`config.mk`:
```
export PLATFORM = sky130hd
export DESIGN_NAME = wdl_target
export DESIGN_NICKNAME = d
export VERILOG_FILES = /design/src/verilog/wdl_pkg.sv /design/src/verilog/wdl_filter.sv /design/src/verilog/wdl_target.sv
export SDC_FILE = /design/constraint.sdc
export NUM_CORES = 1
export LEC_CHECK = 0
export CORE_ASPECT_RATIO = 0.8
export CORE_MARGIN = 4
export CORE_UTILIZATION = 56
export DETAILED_ROUTE_END_ITERATION = 10
export DONT_BUFFER_PORTS = 1
export PLACE_DENSITY = 0.74
export SYNTH_ARGS = -nofsm -noshare
export SYNTH_HDL_FRONTEND = slang
export SYNTH_SLANG_ARGS = --single-unit
export TNS_END_PERCENT = 20
```
`constraint.sdc`:
```
create_clock -name clk -period 1.75 [get_ports clk]
set_input_delay 0.175 -clock clk [delete_from_list [all_inputs] [get_ports clk]]
set_output_delay 0.175 -clock clk [all_outputs]
set_load 0.02 [all_outputs]
```
`src/verilog/wdl_pkg.sv`:
```
// Constants and types shared by the write-only two-wire target and its input filter.
// Contract
// - With no transfer running both lines rest high; that reads as idle.
// - Data falling while clock is high is a start condition.
// - Data rising while clock is high is a stop; bus then free.
// - Parties only pull lines low or release them; never drive high.
// - Bus carries 8-bit bytes each followed by one acknowledge bit.
// - First byte after start is 7-bit address plus direction bit, then acknowledge.
// - Acknowledge pulls data low through the whole acknowledge clock high phase.
// - Unaccepted address leaves data high; master may stop.
// - Accepted target refusing more bytes leaves data high; master must stop.
// - Target never pulls the clock low and never stretches it.
// - Only single-byte writes to one register; no reads.
// - The address and first data acknowledge slots of an accepted write are pulled low.
// - Write data sits in a shadow until a valid stop commits it.
// - Glitches up to 50 ns on clock and data are ignored.
// - Committed 6-bit code resets to binary 100000.
// - Output change requested by a new code starts only after the stop.
package wdl_pkg;
   localparam int unsigned CLK_MHZ       = 200;  // Core clock rate
   localparam int unsigned GLITCH_NS     = 50;   // Widest spike that is rejected
   // Longest ignored width rounds down to whole cycles
   localparam int unsigned FILT_CYC      = (GLITCH_NS * CLK_MHZ) / 1000;
   localparam int unsigned BYTE_BITS     = 8;
   localparam int unsigned CODE_W        = 6;
   localparam logic [5:0]  CODE_RST      = 6'h20;
   localparam logic [6:0]  ADDR_DEFAULT  = 7'h1A; // Arbitrary value
   localparam logic [3:0]  CNT_FULL      = 4'h8;
   localparam logic [3:0]  CNT_ONE       = 4'h1;

   typedef enum logic [2:0] {
      WDL_IDLE,
      WDL_ADDR,
      WDL_ADDR_ACK,
      WDL_DATA,
      WDL_DATA_ACK,
      WDL_IGNORE
   } wdl_state_e;
endpackage

```
`src/verilog/wdl_filter.sv`:
```
// Three-stage synchroniser with spike rejection for one bus line.
`timescale 1ns/100ps
`default_nettype none
module wdl_filter #(
   parameter int unsigned FILT_CYC = wdl_pkg::FILT_CYC
) (
   input  wire logic clk,
   input  wire logic rstn,
   input  wire logic din,
   output logic      dout
);
   typedef struct packed {
      logic       s1;
      logic       s2;
      logic       s3;
      logic [7:0] cnt;
      logic       out;
   } wdl_filt_s;

   wdl_filt_s r_reg;
   wdl_filt_s r_next;

   // ==========================================================
   // Elaboration check
   if (FILT_CYC < 1 || FILT_CYC > 250) begin : g_bad
      $error("wdl_filter: FILT_CYC out of range");
   end

   // ==========================================================
   // Next state
   // A level is taken only after it held FILT_CYC+1 agreeing samples, so a
   // spike of FILT_CYC cycles or less never reaches the decoder
   always_comb begin
      r_next    = r_reg;
      r_next.s1 = din;
      r_next.s2 = r_reg.s1; // First stage feeds only this flop
      r_next.s3 = r_reg.s2;
      if (r_reg.s2 != r_reg.s3 || r_reg.s3 == r_reg.out) begin
         r_next.cnt = 8'h00;
      end else if (r_reg.cnt == 8'(FILT_CYC)) begin
         r_next.out = r_reg.s3;
         r_next.cnt = 8'h00;
      end else begin
         r_next.cnt = r_reg.cnt + 8'h01;
      end
   end

   // Idle bus level is high, so every stage resets high
   always_ff @(posedge clk or negedge rstn) begin
      if (!rstn) begin
         r_reg <= '{s1: 1'b1, s2: 1'b1, s3: 1'b1, cnt: 8'h00, out: 1'b1};
      end else begin
         r_reg <= r_next;
      end
   end

   assign dout = r_reg.out;

   // ==========================================================
   // Checks
   AST_FILT_SETTLE: assert property (@(posedge clk) disable iff (!rstn)
      $changed(r_reg.out) |-> $past(r_reg.cnt) == 8'(FILT_CYC))
      else $error("Filter output moved before the line settled");
endmodule
`default_nettype wire

```
`src/verilog/wdl_target.sv`:
```
// Write-only two-wire bus target that loads a 6-bit regulator code on stop.
`timescale 1ns/100ps
`default_nettype none
module wdl_target #(
   parameter logic [6:0]  OWN_ADDR = wdl_pkg::ADDR_DEFAULT,
   parameter int unsigned FILT_CYC = wdl_pkg::FILT_CYC
) (
   input  wire logic       clk,
   input  wire logic       rstn,
   input  wire logic       scl_pin,
   input  wire logic       sda_pin,
   output logic            sda_o,
   output logic            sda_oe,
   output logic [5:0]      dac_code,
   output logic            dac_load
);
   typedef struct packed {
      wdl_pkg::wdl_state_e st;
      logic [3:0]          cnt;
      logic [7:0]          shift;
      logic [7:0]          shadow;
      logic                pend;
      logic [5:0]          code;
      logic                load;
      logic                oe;
      logic                scl_p;
      logic                sda_p;
   } wdl_tgt_s;

   wdl_tgt_s r_reg;
   wdl_tgt_s r_next;
   logic     scl_f;
   logic     sda_f;
   logic     scl_rise;
   logic     scl_fall;
   logic     start_det;
   logic     stop_det;
   logic     byte_end;

   // ==========================================================
   // Elaboration check
   // The code is cut from one received byte, so it cannot be any wider
   if (wdl_pkg::CODE_W > wdl_pkg::BYTE_BITS) begin : g_bad_cfg
      $error("wdl_target: code wider than one data byte");
   end

   // ==========================================================
   // Input conditioning
   // The clock line is only ever sampled; there is no path to drive it
   wdl_filter #(.FILT_CYC(FILT_CYC)) u_scl_filt (
      .clk  (clk),
      .rstn (rstn),
      .din  (scl_pin),
      .dout (scl_f)
   );

   wdl_filter #(.FILT_CYC(FILT_CYC)) u_sda_filt (
      .clk  (clk),
      .rstn (rstn),
      .din  (sda_pin),
      .dout (sda_f)
   );

   // ==========================================================
   // Bus events
   assign scl_rise  = scl_f & ~r_reg.scl_p;
   assign scl_fall  = ~scl_f & r_reg.scl_p;
   assign start_det = scl_f & r_reg.scl_p & r_reg.sda_p & ~sda_f;
   assign stop_det  = scl_f & r_reg.scl_p & ~r_reg.sda_p & sda_f;
   assign byte_end  = scl_fall & (r_reg.cnt == wdl_pkg::CNT_FULL);

   // ==========================================================
   // Protocol engine
   always_comb begin
      r_next       = r_reg;
      r_next.load  = 1'b0;
      r_next.scl_p = scl_f;
      r_next.sda_p = sda_f;
      if (start_det) begin
         // A fresh start drops whatever the cut-off transfer left
         r_next.st    = wdl_pkg::WDL_ADDR;
         r_next.cnt   = 4'h0;
         r_next.pend  = 1'b0;
         r_next.oe    = 1'b0;
      end else if (stop_det) begin
         // The stop's own clock high samples one bit, so up to one bit
         // counts as a clean byte boundary; more means a torn byte
         if (r_reg.pend && r_reg.st == wdl_pkg::WDL_DATA &&
             r_reg.cnt <= wdl_pkg::CNT_ONE) begin
            r_next.code = r_reg.shadow[wdl_pkg::CODE_W-1:0];
            r_next.load = 1'b1;
         end
         r_next.st   = wdl_pkg::WDL_IDLE;
         r_next.pend = 1'b0;
         r_next.oe   = 1'b0;
      end else begin
         case (r_reg.st)
            wdl_pkg::WDL_ADDR, wdl_pkg::WDL_DATA: begin
               if (scl_rise && r_reg.cnt < wdl_pkg::CNT_FULL) begin
                  r_next.shift = {r_reg.shift[6:0], sda_f}; // MSB first
                  r_next.cnt   = r_reg.cnt + 4'h1;
               end
               if (byte_end && r_reg.st == wdl_pkg::WDL_ADDR) begin
                  // Only our address with the write direction is taken
                  if (r_reg.shift[7:1] == OWN_ADDR && !r_reg.shift[0]) begin
                     r_next.st = wdl_pkg::WDL_ADDR_ACK;
                     r_next.oe = 1'b1;
                  end else begin
                     r_next.st = wdl_pkg::WDL_IGNORE; // Line stays released
                  end
               end else if (byte_end) begin
                  if (!r_reg.pend) begin
                     r_next.shadow = r_reg.shift;
                     r_next.pend   = 1'b1;
                     r_next.st     = wdl_pkg::WDL_DATA_ACK;
                     r_next.oe     = 1'b1;
                  end else begin
                     // Single-byte register: a second byte is refused and the
                     // whole write is dropped rather than half-trusted
                     r_next.st   = wdl_pkg::WDL_IGNORE;
                     r_next.pend = 1'b0;
                  end
               end
            end
            wdl_pkg::WDL_ADDR_ACK, wdl_pkg::WDL_DATA_ACK: begin
               // Held low from the eighth falling edge to the ninth
               if (scl_fall) begin
                  r_next.oe  = 1'b0;
                  r_next.st  = wdl_pkg::WDL_DATA;
                  r_next.cnt = 4'h0;
               end
            end
            default: begin
               // Idle and ignore wait for the next start or stop
            end
         endcase
      end
   end

   // Code powers up at its default
   always_ff @(posedge clk or negedge rstn) begin
      if (!rstn) begin
         r_reg <= '{st: wdl_pkg::WDL_IDLE, cnt: 4'h0, shift: 8'h00, shadow: 8'h00,
                    pend: 1'b0, code: wdl_pkg::CODE_RST, load: 1'b0, oe: 1'b0,
                    scl_p: 1'b1, sda_p: 1'b1};
      end else begin
         r_reg <= r_next;
      end
   end

   // Open drain: the pin is only ever pulled low or released
   assign sda_o    = 1'b0;
   assign sda_oe   = r_reg.oe;
   assign dac_code = r_reg.code;
   assign dac_load = r_reg.load;

   // ==========================================================
   // Checks
   AST_OE_ONLY_IN_ACK: assert property (@(posedge clk) disable iff (!rstn)
      sda_oe |-> (r_reg.st == wdl_pkg::WDL_ADDR_ACK ||
                  r_reg.st == wdl_pkg::WDL_DATA_ACK))
      else $error("Data line pulled outside an acknowledge slot");

   AST_ACK_HOLDS_HIGH: assert property (@(posedge clk) disable iff (!rstn)
      (sda_oe && scl_rise) |=> (sda_oe throughout (scl_f [*2])))
      else $error("Acknowledge released during clock high");

   AST_ADDR_ACK: assert property (@(posedge clk) disable iff (!rstn)
      (r_reg.st == wdl_pkg::WDL_ADDR && byte_end && !start_det && !stop_det &&
       r_reg.shift == {OWN_ADDR, 1'b0}) |=> sda_oe ##0
      r_reg.st == wdl_pkg::WDL_ADDR_ACK)
      else $error("Matching write address not acknowledged");

   AST_NO_READ_ACK: assert property (@(posedge clk) disable iff (!rstn)
      (r_reg.st == wdl_pkg::WDL_ADDR && byte_end && r_reg.shift[0])
      |=> !sda_oe [*2])
      else $error("Read request was acknowledged");

   AST_NO_FOREIGN_ACK: assert property (@(posedge clk) disable iff (!rstn)
      (r_reg.st == wdl_pkg::WDL_ADDR && byte_end && r_reg.shift[7:1] != OWN_ADDR)
      |=> !sda_oe [*2])
      else $error("Foreign address was acknowledged");

   AST_ACK_RELEASE: assert property (@(posedge clk) disable iff (!rstn)
      (sda_oe && scl_fall && !start_det && !stop_det)
      |=> (!sda_oe && r_reg.st == wdl_pkg::WDL_DATA))
      else $error("Acknowledge not released after its clock pulse");

   AST_TORN_STOP: assert property (@(posedge clk) disable iff (!rstn)
      (stop_det && r_reg.cnt > wdl_pkg::CNT_ONE)
      |=> (!dac_load && $stable(dac_code)))
      else $error("Torn byte was committed at stop");

   AST_SECOND_BYTE_NACK: assert property (@(posedge clk) disable iff (!rstn)
      (r_reg.st == wdl_pkg::WDL_DATA && byte_end && r_reg.pend && !start_det &&
       !stop_det) |=> (r_reg.st == wdl_pkg::WDL_IGNORE && !sda_oe && !r_reg.pend))
      else $error("Extra data byte was accepted");

   AST_START_RESTARTS: assert property (@(posedge clk) disable iff (!rstn)
      start_det |=> (r_reg.st == wdl_pkg::WDL_ADDR && r_reg.cnt == 4'h0 &&
                     !r_reg.pend && $stable(dac_code)))
      else $error("Start did not restart the address phase");

   AST_STOP_IDLE: assert property (@(posedge clk) disable iff (!rstn)
      stop_det |=> (r_reg.st == wdl_pkg::WDL_IDLE && !sda_oe))
      else $error("Stop did not free the bus");

   AST_CODE_ON_STOP: assert property (@(posedge clk) disable iff (!rstn)
      $changed(dac_code) |-> ($past(stop_det) && dac_load))
      else $error("Code changed without a stop");

   AST_LOAD_PULSE: assert property (@(posedge clk) disable iff (!rstn)
      dac_load |=> !dac_load)
      else $error("Load strobe longer than one cycle");

   COV_ADDR_ACK: cover property (@(posedge clk) disable iff (!rstn)
      r_reg.st == wdl_pkg::WDL_ADDR_ACK && scl_fall);
   COV_COMMIT: cover property (@(posedge clk) disable iff (!rstn) dac_load);
   COV_NACK_ADDR: cover property (@(posedge clk) disable iff (!rstn)
      r_reg.st == wdl_pkg::WDL_ADDR && byte_end && r_reg.shift[7:1] != OWN_ADDR);
   COV_RESTART: cover property (@(posedge clk) disable iff (!rstn)
      start_det && r_reg.pend);
   COV_SECOND_NACK: cover property (@(posedge clk) disable iff (!rstn)
      r_reg.st == wdl_pkg::WDL_DATA && byte_end && r_reg.pend);
endmodule
`default_nettype wire

```
==> results.md, run 1 <==
- Max reg flops: 24
- Clk_lat worst skew: roughly 0.3 ns
- Syn Inst Count: 220
- Final period util: 101%
- Clock slew at reported path FFs: 0.09 ns
- WHS Path Cells: 0
- Antenna-violating nets left: 0
- Wire per inst: 15.0 µm
- Synth warn: 0
- Flop-to-flop setup slack: -0.02 ns
- Cts bufs inserted: 5
- Root Driver: clkbuf_8
- Max_cap viols: 0
- Cell Pwr Density: 745 nW/µm²
- R2R depth: 5
- H-Tree Depth: 2
- Final Hold Fails: 0
- DR iter-0 viols: 115
- CTS tree: built
- Number of distinct library cells after synthesis: 49
- Final WS setup: -0.0238 ns
- Worst Max-Slew Pin Slew: between 0.5 and 0.6 ns
- CP startpoint kind: flop
- Synth Register Bits: 56
- EDFF count, synth: 0
- Cell Area, Synth: 2640 µm²
- Mapped Nets: 232
- Gp weighted congestion: 0.843
- Worst hold path type: flop to flop
- Post-layout minimum cycle time: 1.77 ns
- N_diodes: 0
- Number of port buffers: 0
- Critical path capture point type: flop
- Clock buffer depth: 2
- DRT Wirelength: 4510 µm
- Vias in the first global route: 1707
- Pin count of the biggest net entering global routing: 57
- Post-layout nets: about 250
- Dpl hpwl: ~3000 µm
- Arrival time worst endpoint: 1.96 ns
- Clock Skew: 0.00752 ns
- Failing checks: negative setup slack
- Num rows: 22
- # IOs: 13
- Area added between synthesis and finish: 13.3%
- Worst-path fanout max: 5
- Post-synth top flop: dfrtp_1
- Core Region: 4570 µm²
- Final slew viol count: 0
- Sink Count: 56
- Outcome: complete, but fails checks
- Routed via count: 1686
- Grt total ovfl: 0
- Launching point of the worst reg2reg path: u_scl_filt.dout
- Worst EP required: 1.94 ns
- Die height: 69.4 µm
- Area taken by flip-flops and latches: 1420 µm²
- RSZ-0062 raised after global routing: true
- DR pass1 iterations: 4
- Layout cells sized above 1: 23.8%
- Worst Hold End: u_sda_filt.r_next[9]
- First-pass GRT wire length: 7810 µm
- Pleak: between 1 and 1.5 nW
- Fillers: roughly 360
- Fmax: between 500 and 600 MHz
- Vias per cell: 5.62
- Footprint of the multi-input gates: about 1100 µm²
- Residual DRC: 0
- Pre-CTS setup slack: -0.00664 ns
- Hold slack: about 0.36 ns
- Tot GR Track Use: roughly 17%
- Max rail drop VDD: 0.754 mV
- Critical path type: flop to flop
- Initial Utilization: 57.7%
- Worst hold start: u_sda_filt.r_next[10]
- Final setup violating endpoints: 1
- Initial antenna violation count: 0
- Full die area: about 5900 µm²
- Seq/Total Area, Yosys: about 54%
- Synthesized area per cell: 12.0 µm²
- Die W: 84.7 µm
- Rel. slew slack: 64.1%
- Ys async rst share: 100%
- RR Endpoint: r_reg[31]
## area by class of cell
class	instances	area share (%)
Multi-Input combinational cell	143	38.4
Tap cell	60	2.51
Sequential cell	56	47.4
Clock inverter	2	1.17
Inverter	12	1.51
Clock buffer	6	2.43
Timing Repair Buffer	21	6.62
## power by group
group,internal [mW],switching (mW),total [mW]
registers,1.32,0.0175,1.34
logic,0.0255,0.0473,0.0728
clock network,0.425,0.392,0.817
total,1.77,0.456,2.23
## worst max-delay path by stage
| stage | startpoint | endpoint | slack [ns] | cells after the start |
|---|---|---|---|---|
| global route | u_scl_filt.dout | r_reg[32] | -0.05 | 6 |
| detailed placement | r_reg[27] | r_reg[13] | -0.007 | 7 |
| CTS | r_reg[28] | r_reg[13] | -0.01 | 7 |
| global placement | r_reg[28] | r_reg[13] | -0.006 | 7 |
| floorplan | r_reg[27] | r_reg[11] | 0.01 | 6 |
| finish | u_scl_filt.dout | r_reg[31] | -0.02 | 5 |
## worst max-delay path, cell delays in order (launching register included)
cell      delay (ns)
dfstp_2         0.57
buf_4           0.11
and4b_2         0.26
a222oi_1        0.44
a311o_1         0.20
nand3_1         0.07
## timing repair
action	in CTS	in global routing
hold buffers	4	0
setup endpoints to repair	6	17
setup buffers	4	2
pin swaps	2	3
resized for setup	5	4
gates cloned	0	0
hold endpoints to repair	58	0
## placed cells by master, fill, tap and decap left out, drive strengths merged, types with 4 or more instances in the layout
cell and n:
nand2 10, ha 8, nor2 19, nand3 12
and2 5, buf 18, dfrtp 45, and3 5
clkbuf 6, xor2 10, nor3 6, o21ai 4
mux2i 4, inv 12, xnor2 4, mux2 20
dfstp 11
## logic make-up after synthesis
| logic type | share of synthesized area [%] |
|---|---|
| adder cells (fa/ha/maj) | 3.80 |
| AND/OR/NAND/NOR | 16.6 |
| XOR/XNOR | 4.94 |
| buffers and inverters | 4.08 |
| AO/OA/AOI/OAI | 5.89 |
| flip-flops | 53.7 |
| multiplexers | 10.9 |
| other | 0.142 |
## synthesized netlist by cell type (4+ instances only)
| cell | n | share of area [%] |
|---|---|---|
| dfrtp_1 | 45 | 43 |
| nor2_1 | 19 | 2.7 |
| inv_1 | 12 | 1.7 |
| mux2_1 | 12 | 5.1 |
| nand3_1 | 12 | 2.3 |
| dfstp_2 | 11 | 11 |
| nand2_1 | 9 | 1.3 |
| xor2_1 | 9 | 3.0 |
| ha_1 | 8 | 3.8 |
| buf_4 | 7 | 2.0 |
| mux2_4 | 6 | 3.4 |
| and2_1 | 5 | 1.2 |
| and3_1 | 5 | 1.2 |
| nor3_1 | 5 | 0.95 |
| mux2i_1 | 4 | 1.5 |
| xnor2_1 | 4 | 1.3 |
## through the flow
| stage | utilization, % | TNS, ns | power [mW] | cells | cell area [µm²] |
|---|---|---|---|---|---|
| 5_1_grt | 65.4 | -0.396 | 2.34 | 300 | 2990 |
| 4_1_cts | 64.5 | -0.0571 | 2.26 | 298 | 2950 |
| 3_3_place_gp | 60.0 | -0.0185 | 1.40 | 282 | 2740 |
| 2_1_floorplan | - | 0 | 1.39 | 220 | 2640 |
| 3_5_place_dp | 60.0 | -0.0252 | 1.40 | 282 | 2740 |
| 6_report | 65.4 | -0.0238 | 2.23 | 300 | 2990 |
## metal layers
layer  wire length, µm  up-vias  share of wire (%)  global-route usage (%)
li1                  -      800                  -                       -
met1              2070      814                 46                    22.0
met2              2030       58                 45                    24.0
met3               261       14                5.8                    5.82
met4               145        0                3.2                    9.84
met5                 0        -                  0                       0
Power figures use the tool's default switching activity.
==> run 2, diff against run 1 <==
- PLACE_DENSITY: 0.74 -> 0.79
==> run 2 against run 1 <==
  * The run still ends with negative setup slack left
  * Core utilization decreased by 1.5 points
  * Via count decreased by 4.7%
  * Clock skew about the same
  * Critical path depth grew 2
  * Critical endpoint is now r_reg[16]
==> results.md, run 2 (synthesized netlist as in run 1, its figures left out) <==
- Cell Pwr Density: between 700 and 800 nW/µm²
- Routed via count: around 1600
- Num rows: 22
- Die height: 69.4 µm
- CTS tree: built
- Clk_lat worst skew: 0.31 ns
- Post-layout util: between 60 and 70%
- Post-layout minimum cycle time: 1.78 ns
- Critical path capture point type: flop
- Full die area: 5880 µm²
- Worst hold path type: flop to flop
- Max_cap viols: 0
- Worst-path fanout max: 6
- Gp weighted congestion: 0.869
- Worst setup path startpoint: r_reg[28]
- Initial Utilization: 57.7%
- Pleak: 1.36 nW
- CP startpoint kind: flop
- Clock slew at reported path FFs: 0.09 ns
- Worst hold start: u_scl_filt.r_next[10]
- Critical path's slowest cell: dfrtp_1
- Root Driver: clkbuf_8
- Outcome: complete, but fails checks
- Core Region: between 4000 and 5000 µm²
- Arrival time worst endpoint: 1.98 ns
- Fmax: 563 MHz
- Cts bufs inserted: 5
- Final period util: 101%
- Worst Max-Slew Pin Slew: 0.549 ns
- Max rail drop VDD: ~0.55 mV
- Dpl hpwl: approximately 3000 µm
- Area added between synthesis and finish: 10.8%
- Post-layout nets: 245
- Residual DRC: 0
- Area taken by flip-flops and latches: between 1000 and 1500 µm²
- Clock Skew: 0.00777 ns
- Final WS setup: -0.0262 ns
- Pin count of the biggest net entering global routing: 57
- Tot GR Track Use: between 15 and 20%
- Launching point of the worst reg2reg path: r_reg[28]
- Critical path type: flop to flop
- Layout cells sized above 1: a little over a fifth
- N_diodes: 0
- Fillers: 348
- Commonest non-fill, non-tap cells in the layout: dfrtp_1 (45), nor2_1 (19), nand3_1 (12), mux2_1 (12), dfstp_2 (11)
- Vias per cell: 5.47
- Max reg flops: 24
- Number of port buffers: 0
- Commonest non-fill, non-tap cell in the layout: dfrtp_1
- Sink Count: 56
- Footprint of the multi-input gates: 1150 µm²
- Antenna-violating nets left: 0
- Die W: 84.7 µm
- H-Tree Depth: 2
- RSZ-0062 raised after global routing: true
- Final slew viol count: 0
- Hold slack: between 0.3 and 0.4 ns
- Wire per inst: 15.0 µm
- DR iter-0 viols: 86
- Worst EP required: 1.95 ns
- Final setup violating endpoints: 6
- DR pass1 iterations: 5
- Rel. slew slack: 63.2%
- Setup TNS: -0.106 ns
- CP cell instances: inv_2 -> ha_4 -> and4b_2 -> nand2_4 -> nor3_4 -> buf_12 -> mux2_4
- Power Total: 2.11 mW
- Grt total ovfl: 0
- Failing checks: negative setup slack
- Initial antenna violation count: 0
- Clock buffer depth: 2
- Final Hold Fails: 0
- # IOs: 13
- First-pass GRT wire length: 7750 µm
- DRT Wirelength: 4410 µm
- Vias in the first global route: 1594
- Largest stage delay, worst path: 0.42 ns
run 2: cell types whose count changed in the layout (fill, tap and decap cells not counted):
cell,before,now
and2_1,5,4
clkbuf_1,1,2
clkinv_2,1,0
bufinv_16,1,0
buf_4,16,10
and2_4,0,1
nor3b_1,1,0
o2111ai_1,1,2
o2111ai_2,1,0
nor3b_2,0,1
inv_6,0,1
run 2: per-stage QoR:
| stage | instance area, µm² | setup slack [ns] | cells |
|---|---|---|---|
| finish | 2920 | -0.0262 | 294 |
| global route | 2920 | -0.0828 | 294 |
| CTS | 2880 | -0.000253 | 293 |
| detailed placement | 2740 | -0.00563 | 281 |
| global placement | 2740 | 0.00166 | 281 |
| floorplan | 2640 | 0.0146 | 220 |
run 2: area by class of cell:
| cell class | instances | share of cell area [%] |
|---|---|---|
| clock buffers | 7 | 2.61 |
| multi-input cells | 143 | 39.3 |
| flip-flops and latches | 56 | 48.5 |
| well taps | 60 | 2.57 |
| clock inverters | 1 | 0.300 |
| repair buffers | 15 | 5.23 |
| inverters | 12 | 1.54 |
run 2: report_power, final:
part           total (mW)  switching, mW  internal (mW)
Sequential           1.34         0.0186           1.32
Clock               0.702          0.412          0.290
Combinational      0.0721         0.0468         0.0254
run 2: what timing repair did:
item	in CTS	in global routing
endpoints found under the hold margin	58	0
gates resized for setup	2	8
pin swaps	1	1
hold buffers	4	0
buffers inserted	0	1
endpoints found under the setup margin	8	17
run 2: layer usage:
layer | vias to the layer above | global-route usage, % | part of all wire, %
met3 | 12 | 3.92 | 4.1
met2 | 38 | 24.8 | 48
met4 | 0 | 5.27 | 1.6
met5 | - | 0 | 0
li1 | 782 | - | -
met1 | 775 | 22.8 | 46
run 2: worst paths after layout:
check | end | slack, ns | cells past startpoint
min in group asynchronous | dac_code[2] | 0.39 | 2
setup / recovery | r_reg[16] | -0.03 | 7
hold reg to reg | u_scl_filt.r_next[9] | 0.36 | 0
hold / removal | u_scl_filt.r_next[9] | 0.36 | 0
setup reg to reg | r_reg[16] | -0.03 | 7
max in group asynchronous | u_scl_filt.r_next[10] | 1.06 | 2
run 2: critical path: cells and delay by family (launching register included):
kind | cells | cell delay [ns]
fa+ha+maj | 1 | 0.13
buf+inv | 2 | 0.24
flops | 1 | 0.42
mux | 1 | 0.29
simple gates | 3 | 0.58
==> run 3, diff against run 2 <==
- SYNTH_HIERARCHICAL: default -> 1
==> run 3 against run 2 <==
  * The run now ends clean
  * Wire length grew 1.4%
  * Cell area about the same
  * Core utilization is 0.44 points lower
  * Synthesized cell count is 13% higher
  * Sequential share of layout area about the same
  * Critical endpoint is now r_reg[29]
  * Largest power group unchanged
==> results.md, run 3 <==
- Max rail drop VDD: 0.649 mV
- Critical path capture point type: flop
- # IOs: 13
- Worst hold path type: flop to flop
- Pre-CTS setup slack: -0.000361 ns
- Grt total ovfl: 0
- DR pass1 iterations: 4
- Area leader, netlist: dfrtp_1
- Fmax: 590 MHz
- Antenna-violating nets left: 0
- First-pass GRT wire length: 7960 µm
- Vias per cell: around 5.6
- Post-layout util: 63.5%
- Ys async rst share: 100%
- RSZ-0062 raised after global routing: true
- Final WS setup: 0.0538 ns
- Clk_lat worst skew: 0.30 ns
- Post-layout nets: roughly 270
- Commonest cells in the netlist: dfrtp_1 (45), nand2_1 (37), nor2_1 (17)
- Die height: between 60 and 70 µm
- Pin count of the biggest net entering global routing: 57
- Initial Utilization: 58.0%
- Synth area leaders: dfrtp_1 (42%), dfstp_2 (11%), mux2_2 (5.5%), nand2_1 (5.2%), ha_1 (3.8%)
- Seq/Total Area, Yosys: between 50% and 60%
- Area share of the largest cell type after synthesis: 42.2%
- Gp weighted congestion: roughly 0.83
- Dpl hpwl: 3170 µm
- Flop-to-flop setup slack: roughly 0.054 ns
- EDFF count, synth: 0
- DR iter-0 viols: about 100
- Arrival time worst endpoint: 1.93 ns
- Clock slew at reported path FFs: 0.10 ns
- Cts bufs inserted: 5
- DRT Wirelength: approximately 4500 µm
- Wire per inst: around 14 µm
- Placed Area: 2730 µm²
- Sink Count: 56
- Top-count cell post-synth: dfrtp_1
- Mapped Nets: 260
- Residual DRC: 0
- Max reg flops: 24
- Cell area after layout: 2920 µm²
- Post-layout minimum cycle time: 1.70 ns
- Routed via count: 1772
- CP startpoint kind: flop
- Clock buffer depth: 2
- Synth warn: 6
- Final slew viol count: 0
- Tot GR Track Use: 16.3%
- Hold slack: 0.360 ns
- Power Total: 2.52 mW
- Placed cell count: 305
- Full die area: 5940 µm²
- Cell Area, Synth: between 2000 and 3000 µm²
- Cell Pwr Density: around 870 nW/µm²
- Non-filler cells, final: 317
- Final setup violating endpoints: 0
- Synth Register Bits: 56
- Initial antenna violation count: 0
- Number of port buffers: 0
- Layout cells sized above 1: a little over a fifth
- Commonest non-fill, non-tap cells in the layout: dfrtp_1 (45), nand2_1 (37), nor2_1 (17)
- Final Hold Fails: 0
- Synthesized area per cell: 10.8 µm²
- Post-synth top flop: dfrtp_1
- Max_cap viols: 0
- Setup TNS: 0 ns
- Critical path type: flop to flop
- Worst EP required: 1.98 ns
- Vias in the first global route: 1718
- Final period util: 96.9%
- Number of distinct library cells after synthesis: 49
- H-Tree Depth: 2
- Commonest non-fill, non-tap cell in the layout: dfrtp_1
- Area added between synthesis and finish: 9.38%
- Num rows: 22
- CTS tree: built
- Root Driver: clkbuf_8
- Clock Skew: 0.00596 ns
- Core Region: ~4600 µm²
- Outcome: finished clean
- Worst-path fanout max: 3
- Syn Inst Count: around 250
- N_diodes: 0
- Pleak: ~1.3 nW
- Die W: 85.2 µm
==> run 3: cells by family (layout without fill, tap and decap cells) <==
group | after synthesis | in the layout | share of synthesized area, %
flops | 56 | 56 | 53.0
other cells | 1 | 1 | 0.141
compound gates | 32 | 32 | 7.65
fa+ha+maj | 8 | 8 | 3.75
buf+inv | 21 | 30 | 4.41
mux | 16 | 16 | 7.32
simple gates | 106 | 106 | 21.1
xor+xnor | 8 | 8 | 2.63
==> run 3: worst paths after layout <==
path	to	startpoint	cells past startpoint
hold / removal	u_scl_filt/r_next[9]	u_scl_filt/r_next[10]	0
min in group asynchronous	r_reg[24]	rstn	2
hold reg to reg	u_scl_filt/r_next[9]	u_scl_filt/r_next[10]	0
setup reg to reg	r_reg[29]	u_scl_filt/dout	4
max in group asynchronous	u_sda_filt/dout	rstn	2
setup / recovery	r_reg[29]	u_scl_filt/dout	4
==> run 3: layout make-up <==
class	count	area (µm²)
fill	365	1680
inverter	9	33.8
tap	60	75.1
timing repair buffer	13	125
multi-input combinational	171	1150
sequential	56	1420
clock buffer	5	68.8
clock inverter	3	47.5
==> run 3: report_power, final <==
group,leakage [nW],internal (mW),switching (mW)
Clock,0.0583,0.431,0.419
Combinational,0.535,0.121,0.159
Sequential,0.740,1.35,0.0450
Total,1.33,1.90,0.623
==> run 3: critical path: stages (launching register included) <==
cell,delay (ns)
dfstp_2,0.54
or3b_4,0.38
or2_0,0.25
mux2_4,0.33
mux2i_4,0.13
==> run 3: repair_timing <==
| action | in CTS | in global routing |
|---|---|---|
| hold buffers | 4 | 0 |
| setup endpoints to repair | 1 | 10 |
| setup buffers | 0 | 0 |
| gates resized for setup | 1 | 3 |
| pin swaps | 0 | 1 |
| endpoints found under the hold margin | 58 | 0 |
==> run 3: metal layers <==
metal  share of wire [%]  wire length, µm  GRT usage, %  vias up
met2                  49             2180          25.7       30
met4                0.60               27          2.81        0
met1                  47             2110          23.5      869
met3                 3.5              155          3.56        4
li1                    -                -             -      869
met5                   0                0             0        -
